===== src/core/lpm_pkg.sv =====
// package for the low-power mode controller: offsets, field positions, timing, types
// assumes a single 100 MHz core clock and a byte-wide register port
`default_nettype none
package lpm_pkg;
   localparam int ADDR_W = 8; // register port address width
   localparam int DATA_W = 8; // register port data width
   // register offsets
   localparam logic [7:0] CLK_CTRL0_OFS = 8'h00; // system_clock_control_0
   localparam logic [7:0] CLK_CTRL1_OFS = 8'h01; // system_clock_control_1
   localparam logic [7:0] PROTECT_OFS = 8'h02; // protect register
   localparam logic [7:0] CONV_CTRL1_OFS = 8'h03; // converter_control_1
   localparam logic [7:0] STATUS_OFS = 8'h04; // read-only status
   // field positions
   localparam int WAIT_PCLK_STOP_POS = 2; // wait_periph_clock_stop_bit in control 0
   localparam int DRIVE_LOW_POS = 5; // oscillator drive low in control 0
   localparam int STOP_ALL_POS = 0; // stop_all_clocks_bit in control 1
   localparam int PWE_POS = 2; // protect_write_enable_bit
   localparam int VREF_POS = 5; // vref_connect_bit in converter control 1
   localparam int ST_STOP_POS = 0; // status: in stop mode
   localparam int ST_WAIT_POS = 1; // status: in wait mode
   localparam int ST_REF_POS = 2; // status: reference settled
   localparam int ST_OSC_POS = 3; // status: oscillator restarting
   localparam int ST_NMI_POS = 4; // status: nmi pin level
   // timing
   localparam int CLK_PERIOD_NS = 10; // core_clk period
   localparam int REF_SETTLE_NS = 1000; // least reference settle time
   localparam int REF_SETTLE_CYC = (REF_SETTLE_NS + CLK_PERIOD_NS - 1) / CLK_PERIOD_NS;
   localparam int CNT_W = 8; // width of the shared counters
   // power states
   typedef enum logic [2:0] {PM_RUN, PM_STOP_DRAIN, PM_STOP, PM_OSC_RESTART, PM_WAIT_DRAIN, PM_WAIT} pm_state_t;
   // register port request
   typedef struct packed {
      logic [ADDR_W-1:0] addr;
      logic [DATA_W-1:0] wdata;
      logic wr;
      logic rd;
   } bus_req_t;
   // clock gating outputs
   typedef struct packed {
      logic cpu_clk_en;
      logic periph_clk_en;
      logic subclock_div32_peripheral_clock_clk_en;
      logic osc_en;
      logic port_hold;
   } clk_ctrl_t;
endpackage
`default_nettype wire


===== src/core/low_power_mode_control.sv =====
// low-power mode controller: stop and wait entry and exit, clock gating,
// one-shot write protect, converter reference settling
// assumes the cpu raises a one-cycle pulse when it executes the wait instruction
// and one for every write it makes elsewhere; wake and nmi arrive from pins
//
// Notes on behaviour
// - stop bit set halts every clock
// - queued instructions still run before stop halts
// - queued instructions still run before wait halts
// - ports hold state in wait and stop
// - wait stop bit gates peripheral clocks; div32 runs
// - conversion starts only after 1 us settle
// - first write after protect enable clears it
// - nmi low forces stop bit to zero
//
// Chosen here: the placing of the registers and the plain strobed port.
`default_nettype none
module low_power_mode_control #(
   parameter int QUEUE_DRAIN = 4, // cycles the prefetch queue keeps running after entry
   parameter int OSC_SETTLE = 64 // cycles the oscillator needs after restart
) (
   // clock and reset
   input wire logic core_clk,
   input wire logic rstn,
   // register port
   input wire lpm_pkg::bus_req_t bus_req,
   output logic [lpm_pkg::DATA_W-1:0] rdata,
   // cpu events, same clock
   input wire logic cpu_wait_exec,
   input wire logic mem_write,
   input wire logic conv_req,
   // pins, asynchronous
   input wire logic wake_pin,
   input wire logic nmi_n_pin,
   // controls
   output lpm_pkg::clk_ctrl_t clk_ctrl,
   output logic vref_connect,
   output logic conv_start,
   output logic osc_drive_low
);
   import lpm_pkg::*;

   if (QUEUE_DRAIN < 1 || QUEUE_DRAIN > 255) begin : g_bad_drain
      $error("QUEUE_DRAIN out of range");
   end
   if (OSC_SETTLE < 1 || OSC_SETTLE > 255 || REF_SETTLE_CYC > 255) begin : g_bad_osc
      $error("settle counts out of range");
   end

   localparam logic [CNT_W-1:0] DRAIN_LOAD = CNT_W'(QUEUE_DRAIN - 1);
   localparam logic [CNT_W-1:0] OSC_LOAD = CNT_W'(OSC_SETTLE - 1);
   localparam logic [CNT_W-1:0] REF_DONE = CNT_W'(REF_SETTLE_CYC);

   // all state of the block
   typedef struct packed {
      pm_state_t state;
      logic stop_bit; // stop_all_clocks_bit
      logic wait_pclk_stop; // wait_periph_clock_stop_bit
      logic drive_low; // oscillator drive capacity low
      logic pwe; // protect_write_enable_bit
      logic vref; // vref_connect_bit
      logic [CNT_W-1:0] cnt; // drain and oscillator counter
      logic [CNT_W-1:0] ref_cnt; // reference settle counter
      logic wake_s1, wake_s2; // wake synchroniser
      logic nmi_s1, nmi_s2; // nmi synchroniser
      logic conv_start;
      logic [DATA_W-1:0] rdata;
      clk_ctrl_t clk;
   } lpm_state_t;

   // nmi synchroniser resets high so reset does not look like an nmi
   localparam lpm_state_t RST_ST = '{state: PM_RUN, nmi_s1: 1'b1, nmi_s2: 1'b1,
      clk: '{cpu_clk_en: 1'b1, periph_clk_en: 1'b1, subclock_div32_peripheral_clock_clk_en: 1'b1, osc_en: 1'b1, port_hold: 1'b0},
      default: '0};

   lpm_state_t st_ff, nxt_st;

   // write decode, used for every writable register
   function automatic logic wr_hit(input bus_req_t r, input logic [ADDR_W-1:0] ofs);
      wr_hit = r.wr && (r.addr == ofs);
   endfunction

   logic any_write; // a cpu write anywhere
   assign any_write = bus_req.wr | mem_write;

   // next-state logic
   always_comb begin
      nxt_st = st_ff;
      nxt_st.wake_s1 = wake_pin;
      nxt_st.wake_s2 = st_ff.wake_s1;
      nxt_st.nmi_s1 = nmi_n_pin;
      nxt_st.nmi_s2 = st_ff.nmi_s1;
      nxt_st.conv_start = 1'b0;
      nxt_st.rdata = '0;
      // read mux, unmapped offsets read zero
      if (bus_req.rd) begin
         unique case (bus_req.addr)
            CLK_CTRL0_OFS: begin
               nxt_st.rdata[WAIT_PCLK_STOP_POS] = st_ff.wait_pclk_stop;
               nxt_st.rdata[DRIVE_LOW_POS] = st_ff.drive_low;
            end
            CLK_CTRL1_OFS: nxt_st.rdata[STOP_ALL_POS] = st_ff.stop_bit;
            PROTECT_OFS: nxt_st.rdata[PWE_POS] = st_ff.pwe;
            CONV_CTRL1_OFS: nxt_st.rdata[VREF_POS] = st_ff.vref;
            STATUS_OFS: begin
               nxt_st.rdata[ST_STOP_POS] = (st_ff.state == PM_STOP);
               nxt_st.rdata[ST_WAIT_POS] = (st_ff.state == PM_WAIT);
               nxt_st.rdata[ST_REF_POS] = (st_ff.ref_cnt == REF_DONE);
               nxt_st.rdata[ST_OSC_POS] = (st_ff.state == PM_OSC_RESTART);
               nxt_st.rdata[ST_NMI_POS] = st_ff.nmi_s2;
            end
            default: nxt_st.rdata = '0;
         endcase
      end
      // one-shot protect: any write after enabling clears it, a fresh set wins
      if (st_ff.pwe && any_write) begin
         nxt_st.pwe = 1'b0;
      end
      if (wr_hit(bus_req, PROTECT_OFS)) begin
         nxt_st.pwe = bus_req.wdata[PWE_POS];
      end
      if (wr_hit(bus_req, CLK_CTRL0_OFS)) begin
         nxt_st.wait_pclk_stop = bus_req.wdata[WAIT_PCLK_STOP_POS];
         nxt_st.drive_low = bus_req.wdata[DRIVE_LOW_POS];
      end
      if (wr_hit(bus_req, CONV_CTRL1_OFS)) begin
         nxt_st.vref = bus_req.wdata[VREF_POS];
      end
      // reference settle: count from connect, restart on disconnect
      if (!nxt_st.vref) begin
         nxt_st.ref_cnt = '0;
      end else if (st_ff.ref_cnt != REF_DONE) begin
         nxt_st.ref_cnt = st_ff.ref_cnt + 1'b1;
      end
      // requests before the reference settles are dropped
      if (conv_req && st_ff.vref && st_ff.ref_cnt == REF_DONE) begin
         nxt_st.conv_start = 1'b1;
      end
      // power state machine
      unique case (st_ff.state)
         PM_RUN: begin
            if (wr_hit(bus_req, CLK_CTRL1_OFS) && bus_req.wdata[STOP_ALL_POS] && st_ff.nmi_s2) begin
               nxt_st.stop_bit = 1'b1;
               nxt_st.cnt = DRAIN_LOAD;
               nxt_st.state = PM_STOP_DRAIN;
            end else if (cpu_wait_exec) begin
               nxt_st.cnt = DRAIN_LOAD;
               nxt_st.state = PM_WAIT_DRAIN;
            end
         end
         PM_STOP_DRAIN: begin
            // the queue keeps executing for a few cycles before the halt
            if (st_ff.cnt == '0) begin
               nxt_st.state = PM_STOP;
            end else begin
               nxt_st.cnt = st_ff.cnt - 1'b1;
            end
         end
         PM_STOP: begin
            if (st_ff.wake_s2 || !st_ff.nmi_s2) begin
               nxt_st.stop_bit = 1'b0;
               nxt_st.cnt = OSC_LOAD;
               nxt_st.state = PM_OSC_RESTART;
            end
         end
         PM_OSC_RESTART: begin
            // cpu stays halted until the oscillator has had its settle time
            if (st_ff.cnt == '0) begin
               nxt_st.state = PM_RUN;
            end else begin
               nxt_st.cnt = st_ff.cnt - 1'b1;
            end
         end
         PM_WAIT_DRAIN: begin
            if (st_ff.cnt == '0) begin
               nxt_st.state = PM_WAIT;
            end else begin
               nxt_st.cnt = st_ff.cnt - 1'b1;
            end
         end
         PM_WAIT: begin
            if (st_ff.wake_s2 || !st_ff.nmi_s2) begin
               nxt_st.state = PM_RUN;
            end
         end
      endcase
      // nmi low pins the stop bit at zero and aborts a pending stop entry
      if (!st_ff.nmi_s2) begin
         nxt_st.stop_bit = 1'b0;
         if (st_ff.state == PM_STOP_DRAIN) begin
            nxt_st.state = PM_RUN;
         end
      end
      // clock controls follow the next state so outputs and state agree
      nxt_st.clk.cpu_clk_en = (nxt_st.state inside {PM_RUN, PM_STOP_DRAIN, PM_WAIT_DRAIN});
      nxt_st.clk.osc_en = (nxt_st.state != PM_STOP);
      nxt_st.clk.subclock_div32_peripheral_clock_clk_en = !(nxt_st.state inside {PM_STOP, PM_OSC_RESTART});
      nxt_st.clk.periph_clk_en = nxt_st.clk.subclock_div32_peripheral_clock_clk_en &&
         !(nxt_st.state == PM_WAIT && nxt_st.wait_pclk_stop);
      nxt_st.clk.port_hold = (nxt_st.state inside {PM_WAIT, PM_STOP, PM_OSC_RESTART});
   end

   // state register
   always_ff @(posedge core_clk or negedge rstn) begin
      if (!rstn) begin
         st_ff <= RST_ST;
      end else begin
         st_ff <= nxt_st;
      end
   end

   // outputs straight from the state register
   assign rdata = st_ff.rdata;
   assign clk_ctrl = st_ff.clk;
   assign vref_connect = st_ff.vref;
   assign conv_start = st_ff.conv_start;
   assign osc_drive_low = st_ff.drive_low;
endmodule
`default_nettype wire


===== config.mk =====
export PLATFORM = sky130hd
export DESIGN_NAME = low_power_mode_control
export DESIGN_NICKNAME = d
export VERILOG_FILES = /design/src/core/lpm_pkg.sv /design/src/core/low_power_mode_control.sv
export SDC_FILE = /design/constraint.sdc
export NUM_CORES = 1
export LEC_CHECK = 0
export ABC_AREA = 1
export BUFFER_PORTS_ARGS = -buffer_cell sky130_fd_sc_hd__buf_2
export CAP_MARGIN = 20
export CORE_MARGIN = 3
export CORE_UTILIZATION = 50
export CTS_CLUSTER_DIAMETER = 200
export DETAILED_ROUTE_END_ITERATION = 6
export GPL_TIMING_DRIVEN = 0
export PLACE_DENSITY = 0.76
export REMOVE_ABC_BUFFERS = 1
export SYNTH_ARGS = -nofsm -noshare
export SYNTH_HDL_FRONTEND = slang
export SYNTH_SLANG_ARGS = --single-unit
export TNS_END_PERCENT = 1

===== constraint.sdc =====
create_clock -name core_clk -period 2.3 [get_ports core_clk]
set_clock_uncertainty 0.05 [all_clocks]
set_input_delay 0.23 -clock core_clk [delete_from_list [all_inputs] [get_ports core_clk]]
set_output_delay 0.23 -clock core_clk [all_outputs]
set_load 0.005 [all_outputs]

### Word-level counts from Yosys, hierarchy flattened

Cells that the tools add are included.

* $add $sub $neg: 2
* eq/ne operators: 24
* muxes and demuxes: 30
* bitwise gates (word level): 1
* reductions and logical operators: 27

Operator list (count)
* 8-bit two-way mux: 6
* 8-bit case mux with 3 select lines: 1
* 3-bit two-way mux: 7
* 3-bit case mux with 6 select lines: 1
* 8-bit by 2-bit == test with 1-bit output, second input constant: 2
* 8-bit logical NOT: 2
* 3-bit by 2-bit == test with 1-bit output, second input constant: 4
* 3-bit == test, second input constant: 4
* 1-bit logical AND: 11
* 3-bit nonzero test: 3
* 8-bit by 1-bit adder with 8-bit output, second input constant: 1
* 8-bit by 1-bit == test with 1-bit output, second input constant: 1
* 8-bit by 3-bit == test with 1-bit output, second input constant: 1
* 8-bit by 7-bit == test with 1-bit output, second input constant: 1
* 4-bit two-way mux: 2
* 8-bit by 7-bit != test with 1-bit output, second input constant: 1
* 8-bit by 1-bit subtractor with 8-bit output, second input constant: 1
* 3-bit by 1-bit == test with 1-bit output, second input constant: 2
* 3-bit logical NOT: 2
* 1-bit two-way mux: 6
* 6-bit two-way mux: 1
* 3-bit by 2-bit != test with 1-bit output, second input constant: 2
* 3-bit != test, second input constant: 2
* 1-bit case mux with 2 select lines: 3
* 12 further kinds: 17

* flip-flop bits (word level): 40
* input bits: 25
* output and inout port bits: 16
* word-level logic and storage cells: 103

### Longest topological paths before layout

* word-level depth: 12
* gate-level depth with buffers: 11
* mapped depth without buffers: 11

### Worst setup path before layout

OpenSTA, ideal clock, no wires.

* path type: register to register
* from: register st_ff[26] (netlist bit)
* to: register st_ff[30] (netlist bit)
* library setup time: 0.118 ns
* data arrival time: 1.450 ns
* required time: 2.132 ns
* path slack: 0.681 ns
* cell stages (with the launch flop): 12
* buffers on the path: 1
* clock period less this slack: 1.619 ns
* cells stage by stage: dfrtp_1 > inv_1 > ha_1 > nor3b_4 > nand2_1 > nor2_2 > nor2_2 > nand2_2 > inv_4 > buf_12 > nand2_2 > o21ai_2

* cells in the longest elaborated chain, start to end: 3
* elaborated cells between the ends (all ways): 6
* those cells by class: add/sub: 1; eq/ne: 1; mux: 2; reduce/logical: 2

Ends and longest elaborated chain
* start: declaration: RTL line low_power_mode_control.sv:76 `lpm_state_t st_ff, nxt_st;`
* start signal: assignment: RTL line low_power_mode_control.sv:208 `st_ff <= nxt_st;`
* 8-bit by 1-bit subtractor with 8-bit output / 8-bit logical NOT (equally long branches)
* 8-bit two-way mux / 2-bit != test (equally long branches)
* 8-bit case mux with 3 select lines / 4-bit AND reduction (equally long branches)

Parallel ways exist; a longest one is shown, timed or not. The select of a mux whose other input is x is not followed.
A chain may end at the register's enable or synchronous reset.

### Worst setup path in the final report

* from: register st_ff[26] (netlist bit)
* to: register st_ff[26] (netlist bit)

Same word-level chain as after synthesis.

==> qor.csv <==
stage,metric,value,unit
critical_path,required time of the critical path,2.42,ns
critical_path,reg2reg end,st_ff[26],
synth,Synth Area in Compound Gates,7.11,%
routing,drt total wl,4020,um
synth,ys async rst share,100,%
grt,Tot GR Track Use,17.6,%
synth,Post-Synthesis Cell Area,2240,um2
routing,Detail Route Antenna Nets,0,
die,DIE AREA,5310,um2
placement,IO buf count,33,
grt,grt ovf,0,
die,Initial Util,54.0,%
clock_network,number of setup buffers added after CTS,0,
synth,post-synth top area share,38.1,%
routing,DR vias,1758,
critical_path,count of cells along the worst register-to-register path,10,
power,Power Density,508,nW/um2
synth,largest family of logic cells by synthesized area,simple AND/OR/NAND/NOR gates,
power,Leakage,1.32,nW
timing,hold slack,-0.00200,ns
critical_path,reg2reg start,st_ff[26],
clock_network,clock tree buffer depth,2,
synth,Synth Register Bits,40,
synth,Post-synth EDFFs,0,
critical_path,"reg-to-reg slack, setup",0.51,ns
grt,pin count of the biggest net entering global routing,41,
timing,Slew Limit Fails,0,
final_layout,n_diodes,0,
die,total core area,4140,um2
timing,slew at the pin with the worst max-slew slack,0.845,ns
critical_path,worst setup path class,flop to flop,
outcome,failing checks,hold timing,
timing,min Tclk post-route,1.79,ns
critical_path,CP startpoint kind,flop,
grt,vias in the first global route,1753,
clock_network,CTS tree,built,
run,Max-Cap Viols,0,
power,peak supply drop,455,uV
min_path,hold crit path type,input pin to async pin,
placement,placed inst area,2350,um2
timing,Setup-failing EPs final,0,
critical_path,CP endpoint kind,flop,
routing,WL/cell,11.4,um
critical_path,Crit Path Max Fanout,13,
timing,Worst slew margin,43.7,%
placement,DP Wirelength,3090,um
die,Die Height,72.9,um
grt,first-pass GRT wire length,7360,um
power,Design Power,0.00125,W
die,Die X,72.9,um
synth,Ys Warns,0,
timing,Peak Freq,558,MHz
routing,drt first pass iters,5,
final_layout,# nets final,330,
routing,average vias per placed instance,4.99,
synth,top_reg_cell synth,dfrtp_1,
synth,post-synthesis mux area share,0.504,%
final_layout,design area,2460,um2
timing,setup TNS,0,ns
synth,cell taking the most area after synthesis,dfrtp_1,
timing,period utilization,77.9,%
synth,Cells after Synth,272,
timing,final hold violations,17,
synth,most frequent cell after synthesis,nand2_1,
final_layout,proportion of layout cells with a drive suffix above 1,24.8,%
clock_network,Clock Pin Slew Worst Setup and Hold Paths,0.07,ns
synth,Post-Syn Area per Cell,8.22,um2
synth,register area share after synthesis,45.1,%
clock_network,clk sinks,40,
routing,drt drc,0,
routing,Detailed Route Iter0 Violations,184,
die,FP Rows,23,
critical_path,critical path arrival,1.92,ns
synth,adder-cell share of the synthesized area,2.24,%
die,# IOs,41,
synth,synth top area cells,"dfrtp_1, nand2_1, dfstp_2",
synth,Synth Area in XOR/XNOR,3.53,%
synth,post-synth cell types,33,
grt,initial antenna violation count,0,
placement,GP Congestion,0.921,
clock_network,H-tree Lvls,2,
synth,post-synthesis simple-gate area fraction,29.7,%
clock_network,Clock Latency Late Sink,0.29,ns
outcome,status,"finished, violations left",
final_layout,Area Growth Syn to Fin,10.2,%
clock_network,total CTS buffers,5,
timing,RSZ-0062 raised after global routing,no,
synth,Synth top cells by count,"nand2_1, dfrtp_1, inv_1",
clock_network,Root Buffer,clkbuf_8,
final_layout,Fill cells,386,
## through the flow
| step | utilization [%] | setup slack [ns] | instances |
|---|---|---|---|
| after floorplan | - | 0.704 | 259 |
| after global placement | 56.7 | 0.544 | 342 |
| after detailed placement | 56.7 | 0.513 | 342 |
| after CTS | 59.5 | 0.499 | 352 |
| after global routing | 59.5 | 0.302 | 352 |
| final | 59.5 | 0.508 | 352 |
## worst max-delay path: stages, from the launching register on
cell and delay (ns):
dfrtp_1 0.36, inv_1 0.14, ha_1 0.18, nor3b_4 0.24, nand2_1 0.14, nor2_2 0.12
nor2_2 0.05, nand2_2 0.12, inv_4 0.10, o21ai_0 0.11, o21ai_2 0.08
## per-layer routing
metal,track usage [%],part of all wire [%],vias to the layer above
li1,-,-,899
met1,22.6,47,809
met2,27.8,46,42
met3,4.96,4.8,8
met4,7.58,2.0,0
met5,0,0,-
## where the power goes
group | switching [W] | internal, W | leakage (nW)
Combinational | 0.0000378 | 0.0000219 | 0.783
Sequential | 0.00000526 | 0.000712 | 0.496
Clock | 0.000231 | 0.000243 | 0.0445
Total | 0.000274 | 0.000977 | 1.32
## worst max-delay path by stage
stage / start / to / depth (start not counted)
3_3_place_gp: st_ff[26] / st_ff[26] / 10
2_1_floorplan: st_ff[26] / st_ff[26] / 10
4_1_cts: st_ff[26] / st_ff[26] / 10
5_1_grt: st_ff[26] / st_ff[26] / 10
6_report: st_ff[26] / st_ff[26] / 10
3_5_place_dp: st_ff[26] / st_ff[26] / 10
## registers in the layout, indices dropped and copies added (netlist names)
register / cells
nxt_st: 2
osc_drive_low: 1
conv_start: 1
st_ff: 24
clk_ctrl: 5
vref_connect: 1
rdata: 6
## layout make-up
cell class              instances  area, um2  share of cell area [%]
well taps                      50       62.6                    2.54
inverters                      37        144                    5.84
clock buffers                   7       86.3                    3.50
repair buffers                 35        185                    7.52
flip-flops and latches         40       1010                    40.9
multi-input cells             182        970                    39.4
clock inverters                 1       7.51                   0.305
## placed cells by master (no fill, tap or decap), types with 4 or more instances in the layout
cell type and instances:
dfstp_2 6, o21ai_2 6, nand2_1 63, ha_1 4, xor2_1 8, inv_1 33, nor2_1 25, buf_2 33
a21oi_1 5, clkbuf_8 6, dfrtp_1 34, nand3_1 26, o21ai_0 9, nor2_2 6, nand2_2 6
## logic make-up (layout without fill, tap and decap cells)
| logic type | count (synthesis) | in the layout |
|---|---|---|
| simple gates | 141 | 141 |
| buf+inv | 51 | 80 |
| flops | 40 | 40 |
| compound gates | 25 | 25 |
| xor+xnor | 9 | 9 |
| fa+ha+maj | 4 | 4 |
| other cells | 1 | 2 |
| mux | 1 | 1 |
## timing repair
action / in CTS / in global routing
hold buffers: 2 / 0
endpoints found under the hold margin: 2 / 0
resized for setup: 0 / 0
Note: power is estimated with default switching activity, not from simulation.
